### src/rtl/ref_ctl_pkg.sv
// constants, register layouts and types of the reference select, lock and holdover block
// Notes on behaviour
// [RULE1] manual mode: choice 0..2 picks active input
// [RULE2] manual/pin mode keeps selected buffer running
// [RULE3] manual choice 3 enters holdover, relock after
// [RULE4] pin mode: select pins pick the input
// [RULE5] software sets select pin types to input
// [RULE6] polarity bit inverts the select pins
// [RULE7] automatic mode: priority input 0, 1, 2
// [RULE8] automatic mode: only enabled buffers are eligible
// [RULE9] in-window comparison increments lock count
// [RULE10] lock asserts when count reaches programmed value; code sets it one in-window comparison later
// [RULE11] one out-of-window comparison drops lock
// [RULE12] out-of-window comparison restarts count at zero
// [RULE13] status pins show loop1, loop2 or both
// [RULE14] holdover only when holdover_enable set
// [RULE15] holdover: pump off, lock1 low, status high
// [RULE16] holdover keeps relocking loop1 to active input
// [RULE17] fixed dac enable selects fixed value
// [RULE18] otherwise tracking uses last tracked value
// [RULE19] dac_acquired after capture, routable to pins
// [RULE20] tracking update every multiplier times counter ticks
// [RULE21] software keeps update rate at most 100 kHz
// [RULE22] tracked dac value readable by software
// [RULE23] holdover status routable to either pin
// [RULE24] holdover ends on reprogram or loss cleared
package ref_ctl_pkg;
  // ---------------------------------------------------------------
  // register offsets
  // ---------------------------------------------------------------
  localparam logic [7:0] addr_ctrl   = 8'h00; // mode and holdover control
  localparam logic [7:0] addr_lock   = 8'h04; // lock count targets
  localparam logic [7:0] addr_dac    = 8'h08; // fixed value and rate counter
  localparam logic [7:0] addr_route  = 8'h0c; // multiplier, pin routing, timeout
  localparam logic [7:0] addr_status = 8'h10; // read-only state
  localparam logic [31:0] reset_word = 32'h0000_0000; // all fields reset low

  // status pin source codes
  localparam logic [2:0] pin_lock1    = 3'h0; // first loop lock
  localparam logic [2:0] pin_lock2    = 3'h1; // second loop lock
  localparam logic [2:0] pin_both     = 3'h2; // both loops locked
  localparam logic [2:0] pin_holdover = 3'h3; // holdover status
  localparam logic [2:0] pin_dac      = 3'h4; // dac acquired
  localparam logic [1:0] choice_hold  = 2'h3; // select value meaning holdover

  // ---------------------------------------------------------------
  // register layouts
  // ---------------------------------------------------------------
  typedef struct packed {
    logic [16:0] unused;               // reads zero
    logic        tracking_enable;      // track tuning node
    logic        fixed_dac_enable;     // fixed holdover value
    logic        holdover_enable;      // allow holdover
    logic        holdover_exit_choice; // 0: leave on loss cleared
    logic        loss_of_signal_enable;// loss detection used
    logic        select_pin_polarity;  // invert select pins
    logic        select1_pin_type;     // 1: second pin is input
    logic        select0_pin_type;     // 1: first pin is input
    logic [2:0]  input_buffer_enable;  // per reference
    logic [1:0]  manual_input_choice;  // 0..2 input, 3 holdover
    logic        pin_select_enable;    // pin select mode
    logic        auto_select_enable;   // priority mode
  } ctrl_t;

  typedef struct packed {
    logic [1:0]  unused_hi;            // reads zero
    logic [13:0] loop2_lock_count;     // second loop target
    logic [1:0]  unused_lo;            // reads zero
    logic [13:0] loop1_lock_count;     // first loop target
  } lock_t;

  typedef struct packed {
    logic [7:0]  unused_hi;            // reads zero
    logic [7:0]  dac_rate_counter;     // outer divider
    logic [5:0]  unused_lo;            // reads zero
    logic [9:0]  fixed_dac_value;      // fixed holdover code
  } dac_t;

  typedef struct packed {
    logic [4:0]  unused_hi;            // reads zero
    logic [2:0]  loss_timeout;         // to loss detectors
    logic        unused_b;             // reads zero
    logic [2:0]  status_pin2_select;   // source of pin 2
    logic        unused_a;             // reads zero
    logic [2:0]  status_pin1_select;   // source of pin 1
    logic [1:0]  unused_lo;            // reads zero
    logic [13:0] dac_rate_multiplier;  // inner divider
  } route_t;

  // loop lock detector state
  typedef struct packed {
    logic [13:0] count;                // in-window run length
    logic        locked;               // lock indicator
  } lock_det_t;

  typedef enum logic [1:0] {
    st_closed = 2'b01,                 // loop1 closed
    st_hold   = 2'b10                  // loop1 open, dac drives
  } hold_st_t;
endpackage

### src/rtl/ref_select_lock_holdover.sv
// reference selection, digital lock detect and holdover control
`timescale 1ns/1ps
`default_nettype none
module ref_select_lock_holdover #(
  parameter int dac_width = 10           // tuning dac width
) (
  input  wire logic                 clk_sys,        // 10 MHz system clock
  input  wire logic                 rst,            // synchronous, active high
  input  wire logic [7:0]           addr,           // register byte address
  input  wire logic [31:0]          wdata,          // write data
  input  wire logic                 wr,             // write strobe
  input  wire logic                 rd,             // read strobe
  output logic [31:0]               rdata,          // read data, cycle after rd
  input  wire logic [2:0]           los,            // loss of signal per input
  input  wire logic                 sel0_in,        // first select pin
  input  wire logic                 status_out1_in, // pin 1 level, second select
  output logic                      status_out1,    // pin 1 drive value
  output logic                      status_out1_oe, // pin 1 driven
  output logic                      status_out2,    // pin 2
  input  wire logic [1:0]           cmp_valid,      // phase comparison done, per loop
  input  wire logic [1:0]           cmp_in_window,  // comparison inside window
  input  wire logic                 pd1_tick,       // first loop detector clock enable
  input  wire logic [dac_width-1:0] tune_value,     // present tuning code
  output logic [1:0]                active_input,   // selected reference
  output logic [2:0]                buffer_run,     // input buffers powered
  output logic                      pump_hiz,       // loop1 pump released
  output logic [dac_width-1:0]      dac_value,      // holdover dac code
  output logic [2:0]                loss_timeout,   // to loss detectors
  output logic [1:0]                lock_out,       // lock indicators
  output logic                      holdover        // holdover status
);
  // ---------------------------------------------------------------
  // state
  // ---------------------------------------------------------------
  typedef struct packed {
    ref_ctl_pkg::ctrl_t       ctrl;      // mode register
    ref_ctl_pkg::lock_t       lock;      // lock targets
    ref_ctl_pkg::dac_t        dac;       // dac settings
    ref_ctl_pkg::route_t      route;     // routing
    ref_ctl_pkg::lock_det_t [1:0] det;   // per loop detector
    ref_ctl_pkg::hold_st_t    st;        // holdover machine
    logic [1:0]               active;    // active reference
    logic [13:0]              mult_cnt;  // inner rate count
    logic [7:0]               rate_cnt;  // outer rate count
    logic [dac_width-1:0]     track;     // tracked code
    logic                     acquired;  // tracked code valid
    logic [dac_width-1:0]     hold_code; // applied code
    logic                     pin1;      // pin 1 value
    logic                     pin2;      // pin 2 value
    logic [31:0]              rdata;     // read data
  } state_t;

  state_t s;       // registered state
  state_t next_s;  // next state

  // ---------------------------------------------------------------
  // helpers
  // ---------------------------------------------------------------
  // status pin multiplexer, used for both pins
  function automatic logic pin_src(input logic [2:0] code, input logic [1:0] lk,
                                   input logic ho, input logic acq);
    if (code == ref_ctl_pkg::pin_lock1) begin
      pin_src = lk[0];                   // first loop lock
    end else if (code == ref_ctl_pkg::pin_lock2) begin
      pin_src = lk[1];                   // second loop lock
    end else if (code == ref_ctl_pkg::pin_both) begin
      pin_src = &lk;                     // both loops
    end else if (code == ref_ctl_pkg::pin_holdover) begin
      pin_src = ho;                      // holdover
    end else if (code == ref_ctl_pkg::pin_dac) begin
      pin_src = acq;                     // dac acquired
    end else begin
      pin_src = 1'b0;                    // unused codes
    end
  endfunction

  logic [1:0] pin_choice;   // decoded select pin value
  logic [2:0] eligible;     // usable in automatic mode
  logic       any_good;     // some eligible input has signal
  logic [1:0] auto_pick;    // highest priority usable input
  logic       want_hold;    // entry condition
  logic       ctrl_write;   // software reprograms mode
  logic       pin_mode;     // pin select mode active
  logic       manual_mode;  // manual mode active
  logic       rate_hit;     // tracking update moment

  // ---------------------------------------------------------------
  // next state
  // ---------------------------------------------------------------
  always_comb begin
    next_s = s;
    manual_mode = !s.ctrl.auto_select_enable && !s.ctrl.pin_select_enable;
    pin_mode    = !s.ctrl.auto_select_enable && s.ctrl.pin_select_enable;
    ctrl_write  = wr && (addr == ref_ctl_pkg::addr_ctrl);
    // select pins, gated by pin type, optionally inverted
    pin_choice = {s.ctrl.select1_pin_type & status_out1_in,
                  s.ctrl.select0_pin_type & sel0_in};                      // RULE4
    if (s.ctrl.select_pin_polarity) begin
      pin_choice = ~pin_choice;                                           // RULE6
    end
    // automatic priority pick
    eligible = s.ctrl.input_buffer_enable & ~(los & {3{s.ctrl.loss_of_signal_enable}}); // RULE8
    any_good = |eligible;
    if (eligible[0]) begin
      auto_pick = 2'h0;                                                   // RULE7
    end else if (eligible[1]) begin
      auto_pick = 2'h1;                                                   // RULE7
    end else begin
      auto_pick = 2'h2;                                                   // RULE7
    end
    // active reference
    if (manual_mode) begin
      if (s.ctrl.manual_input_choice != ref_ctl_pkg::choice_hold) begin
        next_s.active = s.ctrl.manual_input_choice;                       // RULE1
      end
    end else if (pin_mode) begin
      if (pin_choice != ref_ctl_pkg::choice_hold) begin
        next_s.active = pin_choice;                                       // RULE4
      end
    end else if (any_good) begin
      next_s.active = auto_pick;                                          // RULE7
    end
    // holdover machine
    want_hold = (manual_mode && s.ctrl.manual_input_choice == ref_ctl_pkg::choice_hold) // RULE3
             || (pin_mode && pin_choice == ref_ctl_pkg::choice_hold)
             || (!manual_mode && !pin_mode && s.ctrl.loss_of_signal_enable && !any_good);
    case (s.st)
      ref_ctl_pkg::st_closed: begin
        if (s.ctrl.holdover_enable && want_hold) begin
          next_s.st = ref_ctl_pkg::st_hold;                               // RULE14
        end
      end
      ref_ctl_pkg::st_hold: begin
        if (ctrl_write || !s.ctrl.holdover_enable) begin
          next_s.st = ref_ctl_pkg::st_closed;                             // RULE24
        end else if (!manual_mode && !pin_mode && !s.ctrl.holdover_exit_choice && any_good) begin
          next_s.st = ref_ctl_pkg::st_closed;                             // RULE24
        end
      end
      default: begin
        next_s.st = ref_ctl_pkg::st_closed;  // illegal code recovery
      end
    endcase
    // lock detectors, loop1 keeps counting in holdover to relock
    for (int i = 0; i < 2; i++) begin
      if (cmp_valid[i]) begin
        if (cmp_in_window[i]) begin
          if (s.det[i].count != 14'h3fff) begin
            next_s.det[i].count = s.det[i].count + 14'h0001;              // RULE9
          end
        end else begin
          next_s.det[i].count  = 14'h0000;                                // RULE12
          next_s.det[i].locked = 1'b0;                                    // RULE11
        end
      end
    end
    if (cmp_valid[0] && cmp_in_window[0] && s.det[0].count >= s.lock.loop1_lock_count) begin
      next_s.det[0].locked = 1'b1;                                        // RULE10 RULE16
    end
    if (cmp_valid[1] && cmp_in_window[1] && s.det[1].count >= s.lock.loop2_lock_count) begin
      next_s.det[1].locked = 1'b1;                                        // RULE10
    end
    if (next_s.st == ref_ctl_pkg::st_hold) begin
      next_s.det[0].locked = 1'b0;                                        // RULE15
    end
    // tracking dac rate divider on loop1 detector ticks
    rate_hit = 1'b0;
    if (!s.ctrl.tracking_enable || s.st == ref_ctl_pkg::st_hold) begin
      next_s.mult_cnt = 14'h0000;
      next_s.rate_cnt = 8'h00;
      if (!s.ctrl.tracking_enable) begin
        next_s.acquired = 1'b0;
      end
    end else if (pd1_tick) begin
      if (s.mult_cnt + 14'h0001 >= s.route.dac_rate_multiplier) begin
        next_s.mult_cnt = 14'h0000;
        if (s.rate_cnt + 8'h01 >= s.dac.dac_rate_counter) begin
          next_s.rate_cnt = 8'h00;
          rate_hit = 1'b1;                                                // RULE20
        end else begin
          next_s.rate_cnt = s.rate_cnt + 8'h01;
        end
      end else begin
        next_s.mult_cnt = s.mult_cnt + 14'h0001;
      end
    end
    if (rate_hit) begin
      next_s.track    = tune_value;                                       // RULE20
      next_s.acquired = 1'b1;                                             // RULE19
    end
    // applied dac code during holdover
    if (s.ctrl.fixed_dac_enable) begin
      next_s.hold_code = s.dac.fixed_dac_value[dac_width-1:0];            // RULE17
    end else begin
      next_s.hold_code = s.track;                                         // RULE18
    end
    // status pins
    next_s.pin1 = pin_src(s.route.status_pin1_select, {s.det[1].locked, s.det[0].locked},
                          s.st == ref_ctl_pkg::st_hold, s.acquired);      // RULE13 RULE19 RULE23
    next_s.pin2 = pin_src(s.route.status_pin2_select, {s.det[1].locked, s.det[0].locked},
                          s.st == ref_ctl_pkg::st_hold, s.acquired);      // RULE13 RULE19 RULE23
    // register writes
    if (wr) begin
      if (addr == ref_ctl_pkg::addr_ctrl) begin
        next_s.ctrl = wdata;
        next_s.ctrl.unused = '0;
      end else if (addr == ref_ctl_pkg::addr_lock) begin
        next_s.lock = wdata;
        next_s.lock.unused_hi = '0;
        next_s.lock.unused_lo = '0;
      end else if (addr == ref_ctl_pkg::addr_dac) begin
        next_s.dac = wdata;
        next_s.dac.unused_hi = '0;
        next_s.dac.unused_lo = '0;
      end else if (addr == ref_ctl_pkg::addr_route) begin
        next_s.route = wdata;
        next_s.route.unused_hi = '0;
        next_s.route.unused_lo = '0;
        next_s.route.unused_a  = 1'b0;
        next_s.route.unused_b  = 1'b0;
      end
    end
    // register reads, unmapped reads zero
    next_s.rdata = 32'h0000_0000;
    if (rd) begin
      if (addr == ref_ctl_pkg::addr_ctrl) begin
        next_s.rdata = s.ctrl;
      end else if (addr == ref_ctl_pkg::addr_lock) begin
        next_s.rdata = s.lock;
      end else if (addr == ref_ctl_pkg::addr_dac) begin
        next_s.rdata = s.dac;
      end else if (addr == ref_ctl_pkg::addr_route) begin
        next_s.rdata = s.route;
      end else if (addr == ref_ctl_pkg::addr_status) begin
        next_s.rdata = {10'h000, s.active, s.acquired, s.st == ref_ctl_pkg::st_hold,
                        s.det[1].locked, s.det[0].locked,
                        6'h00, 10'(s.track)};                             // RULE22
      end
    end
  end

  // ---------------------------------------------------------------
  // state register
  // ---------------------------------------------------------------
  always_ff @(posedge clk_sys) begin
    if (rst) begin
      s        <= '0;
      s.st     <= ref_ctl_pkg::st_closed;
      s.ctrl   <= ref_ctl_pkg::reset_word;
    end else begin
      s <= next_s;
    end
  end

  // ---------------------------------------------------------------
  // outputs
  // ---------------------------------------------------------------
  assign rdata          = s.rdata;
  assign active_input   = s.active;
  assign holdover       = (s.st == ref_ctl_pkg::st_hold);                 // RULE15
  assign pump_hiz       = (s.st == ref_ctl_pkg::st_hold);                 // RULE15
  assign dac_value      = s.hold_code;
  assign lock_out       = {s.det[1].locked, s.det[0].locked};
  assign loss_timeout   = s.route.loss_timeout;
  assign status_out1    = s.pin1;
  assign status_out1_oe = !(s.ctrl.pin_select_enable && s.ctrl.select1_pin_type); // RULE4
  assign status_out2    = s.pin2;
  // selected buffer stays powered outside automatic mode
  generate
    for (genvar g = 0; g < 3; g++) begin : g_buf
      assign buffer_run[g] = s.ctrl.input_buffer_enable[g]
                           | (!s.ctrl.auto_select_enable && s.active == 2'(g)); // RULE2
    end
  endgenerate
endmodule
`default_nettype wire

### config.mk
export PLATFORM = sky130hd
export DESIGN_NAME = ref_select_lock_holdover
export DESIGN_NICKNAME = d
export VERILOG_FILES = /design/src/rtl/ref_ctl_pkg.sv /design/src/rtl/ref_select_lock_holdover.sv
export SDC_FILE = /design/constraint.sdc
export NUM_CORES = 1
export LEC_CHECK = 0
export CAP_MARGIN = 25
export CORE_MARGIN = 2
export CORE_UTILIZATION = 55
export DETAILED_ROUTE_END_ITERATION = 8
export DONT_BUFFER_PORTS = 1
export PLACE_DENSITY = 0.73
export SLEW_MARGIN = 20
export SYNTH_ARGS = -nofsm -noshare
export SYNTH_HDL_FRONTEND = slang
export SYNTH_SLANG_ARGS = --single-unit
export TNS_END_PERCENT = 20
### constraint.sdc
create_clock -name clk_sys -period 8.8 [get_ports clk_sys]
set_input_delay 0.88 -clock clk_sys [delete_from_list [all_inputs] [get_ports clk_sys]]
set_output_delay 0.88 -clock clk_sys [all_outputs]
set_load 0.02 [all_outputs]
# Word-level counts from Yosys, hierarchy flattened

Index checks and enable logic that the tools add are counted.

Add/sub/neg operators: 4
Order comparisons: 4
Equality and inequality tests: 30
Muxes and demuxes: 47
Bitwise operators: 13
Reduce and logical (&&, ||, !) cells: 58

Operators by type and width:

| kind                    | number |
|---|---|
| $mux W14                | 5 |
| $mux W27                | 2 |
| $add A14 B1 Y14 const B | 3 |
| $ge A14 B14 Y1          | 3 |
| $mux W30                | 1 |
| $ne A14 B14 Y1 const B  | 2 |
| $mux W1                 | 23 |
| $mux W2                 | 11 |
| $mux W22                | 1 |
| $logic_and A1 B1 Y1     | 19 |
| $eq A8 B4 Y1 const B    | 2 |
| $reduce_and A2 Y1       | 8 |
| $mux W15                | 1 |
| $eq A3 B2 Y1 const B    | 4 |
| $ne A2 B1 Y1 const B    | 6 |
| $eq A2 B2 Y1 const B    | 5 |
| $mux W10                | 1 |
| $logic_not A1 Y1        | 9 |
| $add A8 B1 Y8 const B   | 1 |
| $eq A8 B3 Y1 const B    | 1 |
| $eq A8 B5 Y1 const B    | 1 |
| $ge A8 B8 Y1            | 1 |
| $logic_not A8 Y1        | 1 |
| $mux W8                 | 1 |
| other kinds (23)        | 44 |

Flip-flop bits (word level): 195
Logic and storage cells: 192

# Logic depth before layout (Yosys ltp)

Depth in word-level cells: 12
Mapped depth: 14
Depth with buffers taken out: 12

# Worst setup path after synthesis

No wires, ideal clock.

Path type: flip-flop to flip-flop
Start: register s[65] (netlist name)
End: register s[45] (netlist name)
Setup time: 72 ps
Data arrival time: 2887 ps
Path slack: 5841 ps
Cell stages (with the launch flop): 14
Period minus slack after synthesis: 2959 ps
Cells stage by stage: dfxtp_1 -> and3_1 -> and4_1 -> and3_1 -> and3_1 -> xor2_1 -> ha_1 -> nand4_1 -> or2_0 -> o2bb2ai_1 -> a31oi_1 -> nor3b_1 -> buf_2 -> mux2i_1

Cells in the longest elaborated chain, start to end: 5

RTL lines:

| element                  | line                            | text |
|---|---|---|
| start: declaration       | ref_select_lock_holdover.sv:53  | `state_t s;` |
| start signal: assignment | ref_select_lock_holdover.sv:251 | `s <= next_s;` |
| $add A14 B1 Y14          | ref_select_lock_holdover.sv:175 | `if (s.mult_cnt + 14'h0001 >= s.route.dac_rate_multiplier) begin` |
| $ge A14 B14 Y1           | ref_select_lock_holdover.sv:175 |  |
| $mux W1                  | ref_select_lock_holdover.sv:175 |  |
| $mux W1                  | ref_select_lock_holdover.sv:174 | `end else if (pd1_tick) begin` |
| $mux W1                  | ref_select_lock_holdover.sv:168 | `if (!s.ctrl.tracking_enable \|\| s.st == ref_ctl_pkg::st_hold) begin` |

No other way between the ends.
A chain may end at the register's enable or synchronous reset.

# Worst setup path after layout

Start: register s[65] (netlist name)
End: register s[67] (netlist name)

Cells in the longest elaborated chain, start to end: 3

RTL lines:

| element           | line |
|---|---|
| $add A14 B1 Y14 * | ref_select_lock_holdover.sv:175, ref_select_lock_holdover.sv:184 |
| $ge A14 B14 Y1    | ref_select_lock_holdover.sv:175 |
| $mux W14 *        | ref_select_lock_holdover.sv:175 |

Every way passes the cells marked *; elsewhere a longest branch is shown, timed or not.

==> results.md <==
* Status: finished clean
* Post-synthesis sequential area ratio at 38.98%
* Via count at 7860
* Core area at 0.01742 mm2
* Synth area leader: dfxtp_1
* Gate Count Post-Synth at 1188
* Die W at 137.9 um
* Net switching power at 0.0003631 W
* Crit-path slowest cell: a211oi_2
* Final wirelength at around 24000 um
* First-pass GRT wire length at 38730 um
* Vias/cell at 5.831
* #FFs+latches synth at approximately 190
* Crit. End Element: flop
* # DRC at 0
* Clock sink count at 192
* Tightest Hold Check Type: flop to flop
* Worst path cell trace: and3_1 > and4_1 > and3_1 > and3_1 > xor2_1 > ha_1 > a21oi_1 > o21ai_0 > o21bai_1 > a211oi_2 > nand2_1 > o31ai_1
* Die area at 0.01901 mm2
* Met1 Usage GRT at 32.53%
* H-tree levels at 4
* Clock skew at 0.01957 ns
* GRT Max-Usage Layer: met2
* Pint at between 0.001 and 0.0015 W
* Hold endpoint: s[183]$_SDFFE_PP0P_
* Reg2reg path depth at 12
* Critical path's most frequent cell: and3_1
* Clock Latency Late Sink at roughly 0.44 ns
* Number of global-route vias before repair at about 7700
* Count leader, synth: nand2_1
* Synth cell count leaders: nand2_1 (210), dfxtp_1 (192), a21oi_1 (103)
* EDFF count, synth at 0
* Setup TNS Final at 0 ns
* Hold path cells at 2
* Synth Area in Simple Gates at 21.70%
* Share of layout cells above drive strength 1 at a little over 5%
* Cts hold-fix bufs at 0
* Worst Setup Path Type: flop to flop
* TritonRoute pass-1 iters at 5
* Initial DRC Count at about 600
* Final hold violations at 0
* Fillers at 1596
* Pleak at 3.718 nW
* Antenna Cells at 0
* CP Data Arrival Time at between 4 and 5 ns
* Site Rows at 48
* Main combinational cell family by area after synthesis: simple AND/OR/NAND/NOR gates
* Area share of the largest cell type after synthesis at 38.98%
* CTS max path bufs at 2
* Predominant post-synthesis flop cell: dfxtp_1
* Worst setup margin at 4.693 ns
* Flop-to-flop setup slack at around 4.7 ns
* Max Cap Viol at 0
* Rel. slew slack at about 37%
* Slew Viols, Final at 0
* Area growth from synthesis to layout at 2.856%
* Min Tclk post-route at around 4 ns
* Starting Density at a little under three fifths
* Leading post-synthesis cells by cell area: dfxtp_1 (39%), nand2_1 (8.0%), ha_1 (7.1%)
* IO Port Bufs at 0
* FF-to-FF Start: s[65]$_SDFFE_PP0P_
* Crit path largest cell delay at approximately 0.80 ns
* Combinational share of power at 1.6%
* CP bufs+invs at 0
* Worst vdd ir at around 0.00014 V
* Place WS at 4.753 ns
* Worst endpoint required time at 9.14 ns
* Crit path max-delay family: compound AO/OA/AOI/OAI gates
* Num CTS Buffers at 17
* Endpoints failing setup at 0
* Setup Buffers After CTS at 0
* CTS clk-pin slew, worst paths at 0.07 ns
* Post-detailed-route wirelength per cell at between 15 and 20 um
* Clock Root Buffer: clkbuf_16
* Initial antenna violation count at 0
* Gr usage total at 26.50%
* Yosys Warn Count at 0
* M3 GR Usage at 7.200%
* Boundary Pins at 121
* Critical R2R Capture: s[67]$_SDFFE_PP0P_
* Compound-Gate Fraction of Synth Area at approximately 15%
* Sw frac at 21.36%
* Critical path startpoint category: flop
* Largest net degree at the start of global routing at 132
* Post-DP HPWL at 17600 um
* Nets@finish at 1232
* Routability cong. at 0.8755
* Sequential power share at 51.5%
* XOR/XNOR Fraction of Synth Area at roughly 3.9%
* CTS tree: built
* Syn Area/Cell at between 8 and 9 um2
* GR Overflow Total at 0
* Critical Path Fanout Max at 14
* Fmax at 0.2435 GHz
* Post-CTS Resized at 0
* RSZ-0062 raised after global routing: false
* Adder-cell share of the synthesized area at 7.107%
* Area of the mapped netlist at approximately 0.0099 mm2
* Mux contribution to synthesized area at 3.871%
* DIE HEIGHT at 137.9 um
* Slew @ Worst Pin at 0.9389 ns
* Final ANT Viol Nets at 0
* Synth async-reset ratio at 0%
* Tcrit/Tclk final at 46.67%
* Post-synth cell types at 73
* Met2 usage at 43.65%
* Power per cell area at 167.6 mW/mm2
* Clock power share at 46.9%
* HP Start: s[183]$_SDFFE_PP0P_
[area by class of cell]
| cell class | instances | area [um2] | share of cell area, % |
|---|---|---|---|
| inverters | 67 | 251.5 | 2.480 |
| clock inverters | 12 | 156.4 | 1.542 |
| well taps | 225 | 281.5 | 2.776 |
| multi-input cells | 828 | 5116 | 50.45 |
| clock buffers | 18 | 439.2 | 4.331 |
| flip-flops and latches | 192 | 3844 | 37.90 |
| repair buffers | 6 | 52.55 | 0.5182 |
[worst register-to-register path: cells and delay by family (launching register included)]
| family | cells | cell delay [ns] |
|---|---|---|
| AND/OR/NAND/NOR | 5 | 1.42 |
| flip-flops | 1 | 0.44 |
| adder cells (fa/ha/maj) | 1 | 0.30 |
| AO/OA/AOI/OAI | 5 | 1.64 |
| XOR/XNOR | 1 | 0.22 |
[kinds of logic (layout without fill, tap and decap cells)]
family,after synthesis,in the layout
flip-flops,192,192
XOR/XNOR,44,44
multiplexers,38,38
AND/OR/NAND/NOR,454,454
other,1,3
adder cells (fa/ha/maj),56,56
buffers and inverters,170,103
AO/OA/AOI/OAI,233,233
[metrics by stage]
stage / total power (W) / cell area (um2) / util, % / cells / hold WS (ns)
final: 0.001699 / 10140 / 58.23 / 1348 / 0.4560
after global routing: 0.001747 / 10140 / 58.23 / 1348 / 0.4746
after CTS: 0.001706 / 10140 / 58.23 / 1348 / 0.4515
after detailed placement: 0.0009223 / 9545 / 54.81 / 1318 / 0.4420
after global placement: 0.0009216 / 9523 / 54.68 / 1316 / 0.4372
after floorplan: 0.0009273 / 9867 / - / 1190 / 0.4363
[power groups by stage]
stage | sequential (W) | clock [W] | combinational [W]
finish | 0.000876 | 0.000797 | 0.0000268
floorplan | 0.000893 | 0 | 0.0000341
detailed placement | 0.000896 | 0 | 0.0000265
global placement | 0.000896 | 0 | 0.0000259
global route | 0.000876 | 0.000841 | 0.0000296
CTS | 0.000876 | 0.000804 | 0.0000268
[layout by cell type (no fill, tap or decap), drive strengths merged, types with 5 or more instances in the layout]
| master | netlist | layout |
|---|---|---|
| nand2 | 211 | 211 |
| dfxtp | 192 | 192 |
| a21oi | 103 | 103 |
| nor2 | 99 | 99 |
| inv | 67 | 72 |
| ha | 56 | 56 |
| mux2i | 37 | 37 |
| nand2b | 32 | 32 |
| o21ai | 31 | 31 |
| nand3 | 27 | 27 |
| xor2 | 26 | 26 |
| and3 | 18 | 18 |
| xnor2 | 18 | 18 |
| nand4 | 18 | 18 |
| clkbuf | 29 | 18 |
| and2 | 10 | 10 |
| a21o | 10 | 10 |
| a31oi | 9 | 9 |
| a22oi | 9 | 9 |
| a221oi | 9 | 9 |
| nor3 | 8 | 8 |
| o21a | 6 | 6 |
| nand3b | 6 | 6 |
| buf | 74 | 6 |
| nor3b | 6 | 6 |
| o31ai | 5 | 5 |
| o21bai | 5 | 5 |
| a222oi | 5 | 5 |
| a211oi | 5 | 5 |
[state kept, by name (all words and copies together) (netlist names)]
name	flops
status_out1	1
dac_value	10
rdata	29
active_input	2
lock_out	2
loss_timeout	3
s	144
status_out2	1
[per-layer routing]
metal  up-vias  share of wire, %
li1       3853                 -
met1      3676                41
met2       280                47
met3        51               8.5
met4         0               3.3
met5         -                 0
[worst max path at each step]
stage,cells past startpoint,slack (ns),from,end
floorplan,13,5.84,s[65]$_SDFFE_PP0P_,s[45]$_SDFFE_PP0P_
global placement,12,4.87,s[65]$_SDFFE_PP0P_,s[65]$_SDFFE_PP0P_
detailed placement,12,4.75,s[65]$_SDFFE_PP0P_,s[65]$_SDFFE_PP0P_
CTS,12,4.69,s[65]$_SDFFE_PP0P_,s[67]$_SDFFE_PP0P_
global route,12,4.35,s[65]$_SDFFE_PP0P_,s[67]$_SDFFE_PP0P_
finish,12,4.69,s[65]$_SDFFE_PP0P_,s[67]$_SDFFE_PP0P_
Note: power is estimated with default switching activity, not from simulation.
